`config.mk`:
```
export PLATFORM = sky130hd
export DESIGN_NAME = efca_egress_fc
export DESIGN_NICKNAME = d
export VERILOG_FILES = /design/src/efca_pkg.sv /design/src/efca_egress_fc.sv /design/src/efca_quanta_tick.sv
export SDC_FILE = /design/constraint.sdc
export NUM_CORES = 1
export LEC_CHECK = 0
export BUFFER_PORTS_ARGS = -buffer_cell sky130_fd_sc_hd__buf_2
export CAP_MARGIN = 25
export CORE_ASPECT_RATIO = 0.75
export CORE_MARGIN = 1.5
export CORE_UTILIZATION = 30
export DETAILED_ROUTE_END_ITERATION = 10
export MAX_ROUTING_LAYER = met4
export PLACE_DENSITY = 0.57
export SYNTH_ARGS = -nofsm -noshare
export SYNTH_HDL_FRONTEND = slang
export SYNTH_SLANG_ARGS = --single-unit
```
`constraint.sdc`:
```
create_clock -name clock_i -period 2.5 [get_ports clock_i]
set_input_delay 0 -clock clock_i [delete_from_list [all_inputs] [get_ports clock_i]]
set_output_delay 0 -clock clock_i [all_outputs]
set_load 0.02 [all_outputs]
```
`src/efca_pkg.sv`:
```
/*
  Constants, configuration and state types for the egress flow-control and
  frame-aging block of one switch port.
  Assumes a single 20 MHz core clock and a synchronous active-high reset.
*/
//
// Summary of operation
// - Watermark request sets above high, clears below low
// - Enable gates analyzer policing requests into PAUSE
// - Enable gates queue watermark requests into PAUSE
// - PAUSE carries configured time, refreshed at half
// - Optional zero-time PAUSE when pause cause ends
// - Destination is fixed reserved multicast address
// - Source address joins upper and lower halves
// - Received pause time halts transmit when enabled
// - Priority mode emits frames on queue requests
// - Priority frames spaced by minimum update time
// - Optional spacing also after all-released frame
// - Half duplex uses backpressure, not PAUSE frames
// - Backpressure state goes to port for collisions
// - Aging discards frames stuck for long periods
// - Aging discards frames with aging-eligible era
// - Each aged frame increments a readable counter
package efca_pkg;

  localparam int LEVEL_W = 16;
  localparam int PAUSE_W = 16;
  localparam int PRIO_N = 8;
  localparam int CNT_W = 32;
  localparam int ADDR_HALF_W = 24;

  localparam logic [47:0] PAUSE_DMAC = 48'h0180C2000001;

  // Pause quantum and line rates, tracked in half bit times
  localparam int QUANTUM_BITS = 512;
  localparam int CLOCK_MHZ = 20;
  localparam int RATE_10M_MBPS = 10;
  localparam int RATE_100M_MBPS = 100;
  localparam int RATE_1G_MBPS = 1000;
  localparam int RATE_2G5_MBPS = 2500;
  localparam int ACC_W = 11;
  localparam logic [ACC_W-1:0] QUANTUM_HALF_BITS = ACC_W'(2 * QUANTUM_BITS);
  localparam logic [ACC_W-1:0] INC_10M = ACC_W'(2 * RATE_10M_MBPS / CLOCK_MHZ);
  localparam logic [ACC_W-1:0] INC_100M = ACC_W'(2 * RATE_100M_MBPS / CLOCK_MHZ);
  localparam logic [ACC_W-1:0] INC_1G = ACC_W'(2 * RATE_1G_MBPS / CLOCK_MHZ);
  localparam logic [ACC_W-1:0] INC_2G5 = ACC_W'(2 * RATE_2G5_MBPS / CLOCK_MHZ);

  localparam logic [PAUSE_W-1:0] PAUSE_ZERO = 16'h0000;
  localparam logic [PAUSE_W-1:0] QUANTA_MAX = 16'hFFFF;
  localparam logic [CNT_W-1:0] AGED_ONE = 32'h00000001;

  typedef enum logic [1:0] {
    SPD_10M = 2'b00,
    SPD_100M = 2'b01,
    SPD_1G = 2'b10,
    SPD_2G5 = 2'b11
  } efca_speed_type;

  // One-bit steps idle -> hold -> release; release -> idle flips both bits
  typedef enum logic [1:0] {
    FC_IDLE = 2'b00,
    FC_HOLD = 2'b01,
    FC_RELEASE = 2'b11
  } efca_fc_state_type;

  typedef struct packed {
    logic analyzer_fc_request_enable;
    logic queue_fc_request_enable;
    logic [PAUSE_W-1:0] generated_pause_time;
    logic zero_pause_on_release;
    logic [ADDR_HALF_W-1:0] control_source_addr_upper;
    logic [ADDR_HALF_W-1:0] control_source_addr_lower;
    logic rx_pause_enable;
    logic priority_fc_enable;
    logic [PAUSE_W-1:0] priority_frame_min_spacing;
    logic release_spacing_enable;
    logic half_duplex_backpressure_enable;
    logic frame_aging_enable;
    logic [PAUSE_W-1:0] aging_limit;
    efca_speed_type speed;
    logic [LEVEL_W-1:0] high_wm;
    logic [LEVEL_W-1:0] low_wm;
  } efca_cfg_type;

  typedef struct packed {
    logic [47:0] dmac;
    logic [47:0] smac;
    logic pfc;
    logic [PRIO_N-1:0] prio_mask;
    logic [PAUSE_W-1:0] pause_time;
  } efca_ctrl_frame_type;

  typedef struct packed {
    logic [ACC_W-1:0] acc;
    logic tick;
  } efca_tick_state_type;

  typedef struct packed {
    efca_fc_state_type fc_state;
    logic wm_fc;
    logic [PAUSE_W-1:0] refresh_cnt;
    logic [PAUSE_W-1:0] halt_cnt;
    logic [PRIO_N-1:0] pfc_sent;
    logic [PAUSE_W-1:0] space_cnt;
    logic frame_valid;
    efca_ctrl_frame_type frame;
    logic [PAUSE_W-1:0] wait_cnt;
    logic discard;
    logic [CNT_W-1:0] aged_cnt;
  } efca_state_type;

  localparam efca_tick_state_type TICK_STATE_RESET = '0;
  localparam efca_state_type STATE_RESET = '0;

endpackage

```
`src/efca_egress_fc.sv`:
```
/*
  Egress flow control and frame aging for one port: PAUSE and priority
  PAUSE frame requests, receive-pause transmit halt, half-duplex
  backpressure and discard of aged frames.
  Assumes synchronous inputs, a frame builder behind the valid/ready
  request port, and a buffer that drops its head frame on the discard pulse.
*/
`timescale 1ns/1ps
module efca_egress_fc (
  input wire logic clock_i,
  input wire logic rst_i,
  input wire efca_pkg::efca_cfg_type cfg_i,
  input wire logic [efca_pkg::LEVEL_W-1:0] used_level_i,
  input wire logic analyzer_fc_req_i,
  input wire logic [efca_pkg::PRIO_N-1:0] pfc_req_i,
  input wire logic rx_pause_valid_i,
  input wire logic [efca_pkg::PAUSE_W-1:0] rx_pause_time_i,
  input wire logic ctrl_frame_ready_i,
  output logic ctrl_frame_valid_o,
  output efca_pkg::efca_ctrl_frame_type ctrl_frame_o,
  output logic tx_halt_o,
  output logic hdx_collide_o,
  input wire logic head_valid_i,
  input wire logic head_era_aged_i,
  input wire logic head_done_i,
  output logic frame_discard_o,
  output logic [efca_pkg::CNT_W-1:0] aged_frame_counter_o
);
  import efca_pkg::*;

  efca_state_type st_q;
  efca_state_type st_d;
  logic tick;
  logic fc_req;
  logic pause_mode;
  logic pause_load;
  logic pfc_load;
  logic age_hit;
  logic [PAUSE_W-1:0] half_time;

  ////////////////////////////////////////////////////////////////////////////
  // Frame assembly shared by PAUSE and priority PAUSE requests
  function automatic efca_ctrl_frame_type build_frame(
    input logic pfc,
    input logic [PRIO_N-1:0] mask,
    input logic [PAUSE_W-1:0] ptime,
    input logic [ADDR_HALF_W-1:0] upper,
    input logic [ADDR_HALF_W-1:0] lower
  );
    efca_ctrl_frame_type f;
    f.dmac = PAUSE_DMAC;
    f.smac = {upper, lower};
    f.pfc = pfc;
    f.prio_mask = mask;
    f.pause_time = ptime;
    return f;
  endfunction

  efca_quanta_tick u_tick (
    .clock_i(clock_i),
    .rst_i(rst_i),
    .speed_i(cfg_i.speed),
    .tick_o(tick)
  );

  ////////////////////////////////////////////////////////////////////////////
  // Next-state logic
  always_comb begin
    st_d = st_q;
    pause_load = 1'b0;
    pfc_load = 1'b0;
    age_hit = 1'b0;
    st_d.discard = 1'b0;
    half_time = {1'b0, cfg_i.generated_pause_time[PAUSE_W-1:1]};
    pause_mode = !cfg_i.priority_fc_enable && !cfg_i.half_duplex_backpressure_enable;
    fc_req = (cfg_i.analyzer_fc_request_enable && analyzer_fc_req_i)
          || (cfg_i.queue_fc_request_enable && st_q.wm_fc);

    // Hysteresis on the used-resource level
    if (used_level_i > cfg_i.high_wm) begin
      st_d.wm_fc = 1'b1;
    end else if (used_level_i < cfg_i.low_wm) begin
      st_d.wm_fc = 1'b0;
    end

    // Request port: one frame at a time, held until accepted
    if (st_q.frame_valid && ctrl_frame_ready_i) begin
      st_d.frame_valid = 1'b0;
    end

    // Regular PAUSE generation
    if (tick && st_q.refresh_cnt != QUANTA_MAX) begin
      st_d.refresh_cnt = st_q.refresh_cnt + 16'h0001;
    end
    if (!pause_mode) begin
      st_d.fc_state = FC_IDLE;
      st_d.refresh_cnt = PAUSE_ZERO;
    end else begin
      unique case (st_q.fc_state)
        FC_IDLE: begin
          if (fc_req && !st_q.frame_valid) begin
            pause_load = 1'b1;
            st_d.fc_state = FC_HOLD;
          end
        end
        FC_HOLD: begin
          if (!fc_req) begin
            // Without the option the partner simply times out
            st_d.fc_state = cfg_i.zero_pause_on_release ? FC_RELEASE : FC_IDLE;
          end else if (st_q.refresh_cnt >= half_time && !st_q.frame_valid) begin
            pause_load = 1'b1;
          end
        end
        FC_RELEASE: begin
          if (!st_q.frame_valid) begin
            st_d.frame_valid = 1'b1;
            st_d.frame = build_frame(1'b0, '0, PAUSE_ZERO,
                                     cfg_i.control_source_addr_upper,
                                     cfg_i.control_source_addr_lower);
            st_d.fc_state = FC_IDLE;
          end
        end
        // Unused code: fall back to idle rather than hang
        default: st_d.fc_state = FC_IDLE;
      endcase
    end
    if (pause_load) begin
      st_d.frame_valid = 1'b1;
      st_d.frame = build_frame(1'b0, '0, cfg_i.generated_pause_time,
                               cfg_i.control_source_addr_upper,
                               cfg_i.control_source_addr_lower);
      st_d.refresh_cnt = PAUSE_ZERO;
    end

    // Priority PAUSE generation with minimum spacing
    if (tick && st_q.space_cnt != PAUSE_ZERO) begin
      st_d.space_cnt = st_q.space_cnt - 16'h0001;
    end
    if (!cfg_i.priority_fc_enable) begin
      st_d.pfc_sent = '0;
      st_d.space_cnt = PAUSE_ZERO;
    end else if (pfc_req_i != st_q.pfc_sent && st_q.space_cnt == PAUSE_ZERO
                 && !st_q.frame_valid) begin
      pfc_load = 1'b1;
      st_d.frame_valid = 1'b1;
      st_d.frame = build_frame(1'b1, pfc_req_i, cfg_i.generated_pause_time,
                               cfg_i.control_source_addr_upper,
                               cfg_i.control_source_addr_lower);
      st_d.pfc_sent = pfc_req_i;
      // An all-released frame skips the gap unless asked for
      if (pfc_req_i != '0 || cfg_i.release_spacing_enable) begin
        st_d.space_cnt = cfg_i.priority_frame_min_spacing;
      end else begin
        st_d.space_cnt = PAUSE_ZERO;
      end
    end

    // Received pause: load on report, count down in quanta
    if (!cfg_i.rx_pause_enable) begin
      st_d.halt_cnt = PAUSE_ZERO;
    end else if (rx_pause_valid_i) begin
      st_d.halt_cnt = rx_pause_time_i;
    end else if (tick && st_q.halt_cnt != PAUSE_ZERO) begin
      st_d.halt_cnt = st_q.halt_cnt - 16'h0001;
    end

    // Aging of the head frame
    if (!head_valid_i || head_done_i || st_q.discard) begin
      st_d.wait_cnt = PAUSE_ZERO;
    end else if (tick && st_q.wait_cnt != QUANTA_MAX) begin
      st_d.wait_cnt = st_q.wait_cnt + 16'h0001;
    end
    // The discard pulse blocks a second hit on the same head frame
    age_hit = cfg_i.frame_aging_enable && head_valid_i && !head_done_i && !st_q.discard
           && (head_era_aged_i
               || st_q.wait_cnt >= cfg_i.aging_limit);
    if (age_hit) begin
      st_d.discard = 1'b1;
      st_d.aged_cnt = st_q.aged_cnt + AGED_ONE;
    end
  end

  ////////////////////////////////////////////////////////////////////////////
  // State register
  always_ff @(posedge clock_i) begin
    if (rst_i) begin
      st_q <= STATE_RESET;
    end else begin
      st_q <= st_d;
    end
  end

  assign ctrl_frame_valid_o = st_q.frame_valid;
  assign ctrl_frame_o = st_q.frame;
  assign tx_halt_o = st_q.halt_cnt != PAUSE_ZERO;
  // Port module forces collisions while this is high
  assign hdx_collide_o = cfg_i.half_duplex_backpressure_enable && fc_req;
  assign frame_discard_o = st_q.discard;
  assign aged_frame_counter_o = st_q.aged_cnt;

  ////////////////////////////////////////////////////////////////////////////
  // Checks
  a_hyst_rise: assert property (@(posedge clock_i) disable iff (rst_i)
    $rose(st_q.wm_fc) |-> $past(used_level_i) > $past(cfg_i.high_wm))
    else $error("watermark request set without exceeding high mark");

  a_hyst_fall: assert property (@(posedge clock_i) disable iff (rst_i)
    $fell(st_q.wm_fc) |-> $past(used_level_i) < $past(cfg_i.low_wm))
    else $error("watermark request released above low mark");

  a_analyzer_gate: assert property (@(posedge clock_i) disable iff (rst_i)
    (!cfg_i.analyzer_fc_request_enable && !st_q.wm_fc && st_q.fc_state == FC_IDLE)
    |-> !pause_load)
    else $error("analyzer request passed while disabled");

  a_queue_gate: assert property (@(posedge clock_i) disable iff (rst_i)
    (!cfg_i.queue_fc_request_enable && !analyzer_fc_req_i && st_q.fc_state == FC_IDLE)
    |-> !pause_load)
    else $error("queue watermark request passed while disabled");

  a_pause_refresh: assert property (@(posedge clock_i) disable iff (rst_i)
    pause_load |=> ctrl_frame_valid_o && !ctrl_frame_o.pfc
                   && ctrl_frame_o.pause_time == $past(cfg_i.generated_pause_time)
                   && st_q.refresh_cnt == PAUSE_ZERO)
    else $error("pause frame time or refresh restart wrong");

  a_zero_release: assert property (@(posedge clock_i) disable iff (rst_i)
    (pause_mode && st_q.fc_state == FC_RELEASE && !st_q.frame_valid)
    |=> ctrl_frame_valid_o && ctrl_frame_o.pause_time == PAUSE_ZERO
        && st_q.fc_state == FC_IDLE)
    else $error("zero pause frame not issued on release");

  a_fixed_dmac: assert property (@(posedge clock_i) disable iff (rst_i)
    $rose(ctrl_frame_valid_o) |-> ctrl_frame_o.dmac == PAUSE_DMAC)
    else $error("control frame destination address wrong");

  a_smac_join: assert property (@(posedge clock_i) disable iff (rst_i)
    $rose(ctrl_frame_valid_o)
    |-> ctrl_frame_o.smac[47:24] == $past(cfg_i.control_source_addr_upper)
        && ctrl_frame_o.smac[23:0] == $past(cfg_i.control_source_addr_lower))
    else $error("control frame source address halves wrong");

  a_rx_halt: assert property (@(posedge clock_i) disable iff (rst_i)
    (cfg_i.rx_pause_enable && rx_pause_valid_i && rx_pause_time_i != PAUSE_ZERO)
    |=> tx_halt_o && st_q.halt_cnt == $past(rx_pause_time_i))
    else $error("received pause did not halt transmit");

  a_pfc_spacing: assert property (@(posedge clock_i) disable iff (rst_i)
    (st_q.space_cnt != PAUSE_ZERO || !cfg_i.priority_fc_enable) |-> !pfc_load)
    else $error("priority frame sent inside minimum spacing");

  a_release_gap: assert property (@(posedge clock_i) disable iff (rst_i)
    (pfc_load && pfc_req_i == '0 && !cfg_i.release_spacing_enable)
    |=> st_q.space_cnt == PAUSE_ZERO)
    else $error("spacing applied after release without option");

  a_hdx_no_pause: assert property (@(posedge clock_i) disable iff (rst_i)
    cfg_i.half_duplex_backpressure_enable |-> !pause_load)
    else $error("pause frame generated in backpressure mode");

  a_era_discard: assert property (@(posedge clock_i) disable iff (rst_i)
    (cfg_i.frame_aging_enable && head_valid_i && head_era_aged_i && !head_done_i
     && !frame_discard_o) |=> frame_discard_o)
    else $error("aging-eligible frame not discarded");

  a_aged_count: assert property (@(posedge clock_i) disable iff (rst_i)
    frame_discard_o |-> aged_frame_counter_o == $past(aged_frame_counter_o) + AGED_ONE)
    else $error("aged frame counter did not advance");

endmodule

```
`src/efca_quanta_tick.sv`:
```
/*
  Pause-quantum tick generator: one pulse per 512 bit times at line rate.
  Assumes the speed setting is stable except during port reconfiguration.
*/
`timescale 1ns/1ps
module efca_quanta_tick (
  input wire logic clock_i,
  input wire logic rst_i,
  input wire efca_pkg::efca_speed_type speed_i,
  output logic tick_o
);
  import efca_pkg::*;

  efca_tick_state_type st_q;
  efca_tick_state_type st_d;
  logic [ACC_W-1:0] inc;
  logic [ACC_W-1:0] sum;

  ////////////////////////////////////////////////////////////////////////////
  // Fractional accumulator, so 100M, 1G and 2.5G rates stay exact at 20 MHz
  always_comb begin
    st_d = st_q;
    unique case (speed_i)
      SPD_10M: inc = INC_10M;
      SPD_100M: inc = INC_100M;
      SPD_1G: inc = INC_1G;
      SPD_2G5: inc = INC_2G5;
    endcase
    sum = st_q.acc + inc;
    st_d.tick = 1'b0;
    if (sum >= QUANTUM_HALF_BITS) begin
      st_d.acc = sum - QUANTUM_HALF_BITS;
      st_d.tick = 1'b1;
    end else begin
      st_d.acc = sum;
    end
  end

  always_ff @(posedge clock_i) begin
    if (rst_i) begin
      st_q <= TICK_STATE_RESET;
    end else begin
      st_q <= st_d;
    end
  end

  assign tick_o = st_q.tick;

endmodule

```
==> summary by stage <==
Clock tree
The tree is rooted in a sky130_fd_sc_hd__clkbuf_16. The maximum count of clock buffers along a single path is 3. The clock edge transition at the registers on the reported setup and hold paths is 70 ps. The TritonCTS sink count is 242. The clock reaches the later pin of the worst-skew pair after 560 ps. In this run the number of H-tree levels came out at 1.

The clock tree from TritonCTS is done. Counting the buffers created by CTS gives 28. The post-CTS setup buffer count is 0.

Floorplanning
343 I/O pins were placed. For this configuration, the core starts out at a cell density of 0.305. In this run the vertical extent of the chip is 185 um. The die covers 0.0455 sq mm. The core region is 0.0435 sq mm. The chip width is 246 um.

The floorplan has 66 rows.

Global routing
The initial antenna violation count is 4. Across every metal layer, demand over resource in global routing totals 0.168. Entering global routing, the biggest net connects 74 pins.

The wire length of the first global-routing pass is 60.9 mm. The leftover overflow at the end of global routing is 0. The number of global-route vias before repair is 11500.

Timing
The time the worst path needs with I/O delays and setup is 2370 ps. Across all hold checks on the routed design, the worst slack comes to 55.0 ps. The transition at the pin with the smallest max-transition slack is 666 ps. Setup repair after global routing could not meet its margin everywhere.

Setup violations remaining at the end of the flow were counted as 0. The hold violation total from the final report is 0. The setup clock skew after layout is 13.0 ps. The setup TNS after final layout is 0 ps.

Static timing analysis puts the maximum clock frequency at 422 MHz. Of the available clock period, the critical path in the final layout requires 0.947. The number of max-slew violations in the final report came to 0. The worst relative slew slack is 0.555. The final worst slack is 132 ps.

Placement
The standard cell area after detailed placement is 0.0147 sq mm. The number of placed instances, taps included, is 2332. The routability congestion estimate from global placement is 0.888.

The post-DP HPWL is 28.3 mm. In this run the tool buffered the top-level ports with 342 buffer cells. Timing analysis after detailed placement gives a worst setup slack of 54.0 ps.

Worst setup path
Across all register-to-register paths, the minimum setup slack is 130 ps. In this run the critical register-to-register path is launched from st_q[39]. Of all nets on the critical path, the largest fanout is 4.

STA classifies the critical path startpoint as a register. Data arrives at the worst endpoint at 2820 ps. The kind of critical path is register to register. STA classifies the critical path endpoint as a register.

The startpoint of the most critical setup path is st_q[39]. At the worst endpoint, the required time is 2950 ps.

Finish
The final design instance area without fill is 0.0169 sq mm. The final cell count without fillers is 2505. At the end of the flow the core is filled with cells to 0.388. The layout-stage area growth over the synthesis result is 27.3%.

For this run, the post-layout net count is 2165. Of the cells placed in the final design, the portion with a size suffix greater than 1 is 0.260. The number of fill cells in the layout is 4430.

Detailed routing
The number of iterations in the first detailed-routing pass is 6. The average wire per cell in the routed design is 15.9 um. The final routed DRC violation total is 0. The first routing iteration left 757 violations. The post-route antenna net violation count is 0. The routed via count divided by cell count is 4.88. Summing over every cut layer, the via total after detailed routing is 12200.

The final layout contains routed wiring with a total length of 39.9 mm.

Yosys
The top flip-flop cell by instance count after synthesis is sky130_fd_sc_hd__dfxtp_1. Sorting the synthesized cells by how often they occur yields 242 x sky130_fd_sc_hd__dfxtp_1, 154 x sky130_fd_sc_hd__a21oi_1, 153 x sky130_fd_sc_hd__buf_4. By area the synthesized netlist is led by sky130_fd_sc_hd__dfxtp_1 36%, sky130_fd_sc_hd__buf_4 8.7%, sky130_fd_sc_hd__ha_1 7.1%. After synthesis the netlist holds a flip-flop and latch count of 242. The synthesized area per cell is 8.24 sq um. The cell count after synthesis is 1611. The cell area after technology mapping is 0.0133 sq mm.

The async set-or-reset flop fraction in the synthesized netlist is 0. The count of flip-flops with a built-in enable after synthesis is 0. The portion of the post-synthesis area used by sequential elements is 0.365.

The portion of synthesized cell area occupied by the leading cell type is 0.365. The synthesized net count is 1873. The number of distinct library cell variants in the gate-level netlist after synthesis is 64. sky130_fd_sc_hd__dfxtp_1 is the most common cell in the netlist. During synthesis, Yosys emitted a total of 0 warnings.

The leading area contributor after synthesis is sky130_fd_sc_hd__dfxtp_1.

Pwr
The maximum resistive drop on vdd is 912 uV. In this run the power density over the cells is 949 mW/mm^2. The analysis attributes to cell leakage a power of 7.53 nW. Overall power consumption after layout is estimated at 16.0 mW.

Hold path
The hold path startpoint is analyzer_fc_req_i. The class of the tightest hold or removal check is input pin to register.

Flow run
Max-cap violations in this run came to 0.

Status
The flow ran to the end, and the final reports show no timing, DRC or antenna violations.
power breakdown:
| group | total (mW) | internal [mW] | switching [mW] |
|---|---|---|---|
| combinational | 6.72 | 2.42 | 4.30 |
| sequential | 5.09 | 4.63 | 0.464 |
| clock | 4.22 | 2.51 | 1.71 |
| total | 16.0 | 9.56 | 6.47 |
layer usage:
layer,track usage,up-vias,wire (um)
met1,0.218,5831,18400
li1,-,6059,-
met3,0.0217,68,1510
met2,0.272,278,18900
met4,0.0479,0,1050
met5,-,-,0
what timing repair did:
item / CTS / global route
hold buffers: 118 / 0
resized for setup: 0 / 23
hold endpoints to repair: 125 / 0
setup endpoints to repair: 0 / 122
critical path: stages, from the launching register on:
cell and delay (ps):
sky130_fd_sc_hd__dfxtp_1 330, sky130_fd_sc_hd__ha_1 270, sky130_fd_sc_hd__o21ai_0 120, sky130_fd_sc_hd__a2111oi_2 380
sky130_fd_sc_hd__buf_4 170, sky130_fd_sc_hd__o21ai_2 110, sky130_fd_sc_hd__a2111oi_1 480, sky130_fd_sc_hd__mux2_2 380
area by class of cell:
| cell class | instances | area (sq um) | share of cell area |
|---|---|---|---|
| multi-input cells | 1040 | 6730 | 0.398 |
| inverters | 85 | 319 | 0.0189 |
| flip-flops and latches | 242 | 4840 | 0.287 |
| well taps | 578 | 723 | 0.0428 |
| repair buffers | 506 | 3340 | 0.197 |
| clock buffers | 37 | 786 | 0.0465 |
| clock inverters | 12 | 146 | 0.00866 |
| diodes | 5 | 12.5 | 0.000740 |
cells in the final DEF, fill, tap and decap left out, types with 4 or more instances in the layout:
cell type | synthesis | final
sky130_fd_sc_hd__mux2i_1 | 7 | 7
sky130_fd_sc_hd__mux2_2 | 30 | 30
sky130_fd_sc_hd__a31oi_1 | 7 | 7
sky130_fd_sc_hd__o21a_1 | 11 | 10
sky130_fd_sc_hd__inv_1 | 85 | 85
sky130_fd_sc_hd__nor2b_1 | 47 | 46
sky130_fd_sc_hd__and3_1 | 15 | 15
sky130_fd_sc_hd__nor4_1 | 10 | 9
sky130_fd_sc_hd__o211ai_1 | 4 | 4
sky130_fd_sc_hd__and2_1 | 49 | 49
sky130_fd_sc_hd__dfxtp_1 | 242 | 242
sky130_fd_sc_hd__a21oi_1 | 154 | 152
sky130_fd_sc_hd__nor2_1 | 117 | 117
sky130_fd_sc_hd__xor2_1 | 23 | 23
sky130_fd_sc_hd__or2_2 | 5 | 5
sky130_fd_sc_hd__or4_1 | 5 | 5
sky130_fd_sc_hd__o31ai_1 | 5 | 5
sky130_fd_sc_hd__buf_2 | 16 | 341
sky130_fd_sc_hd__clkinv_2 | 0 | 5
sky130_fd_sc_hd__buf_4 | 153 | 39
sky130_fd_sc_hd__dlygate4sd3_1 | 0 | 118
sky130_fd_sc_hd__or3_1 | 9 | 9
sky130_fd_sc_hd__ha_1 | 75 | 75
sky130_fd_sc_hd__clkbuf_1 | 58 | 5
sky130_fd_sc_hd__a311oi_1 | 4 | 4
sky130_fd_sc_hd__nand3_1 | 37 | 36
sky130_fd_sc_hd__xnor2_1 | 28 | 28
sky130_fd_sc_hd__nand2_1 | 80 | 78
sky130_fd_sc_hd__clkbuf_16 | 0 | 30
sky130_fd_sc_hd__a21o_1 | 5 | 4
sky130_fd_sc_hd__o21ai_0 | 102 | 100
sky130_fd_sc_hd__nand4_1 | 103 | 103
sky130_fd_sc_hd__a211oi_1 | 14 | 11
sky130_fd_sc_hd__diode_2 | 0 | 5
sky130_fd_sc_hd__nor3_2 | 2 | 4
sky130_fd_sc_hd__nand2b_1 | 5 | 5
sky130_fd_sc_hd__nor3_1 | 34 | 32
sky130_fd_sc_hd__buf_12 | 0 | 6
sky130_fd_sc_hd__and4_1 | 8 | 8
cell families after synthesis:
logic type | synth area share
xor+xnor | 0.0336
compound gates | 0.145
buf+inv | 0.138
fa+ha+maj | 0.0722
flops | 0.365
other cells | 0.000282
mux | 0.0307
simple gates | 0.216
flip-flops by register name, summed over array words and instances, names as in the netlist:
register              flops
u_tick.tick_o             1
ctrl_frame_valid_o        1
frame_discard_o           1
aged_frame_counter_o     32
u_tick.st_q              11
ctrl_frame_o            121
st_q                     75
worst paths after layout:
| path | depth (start not counted) | to |
|---|---|---|
| hold / removal | 5 | st_q[228] |
| setup reg to reg | 7 | aged_frame_counter_o[24] |
| hold reg to reg | 1 | ctrl_frame_o[83] |
| setup / recovery | 7 | aged_frame_counter_o[24] |
(Power assumes the default switching activity.)
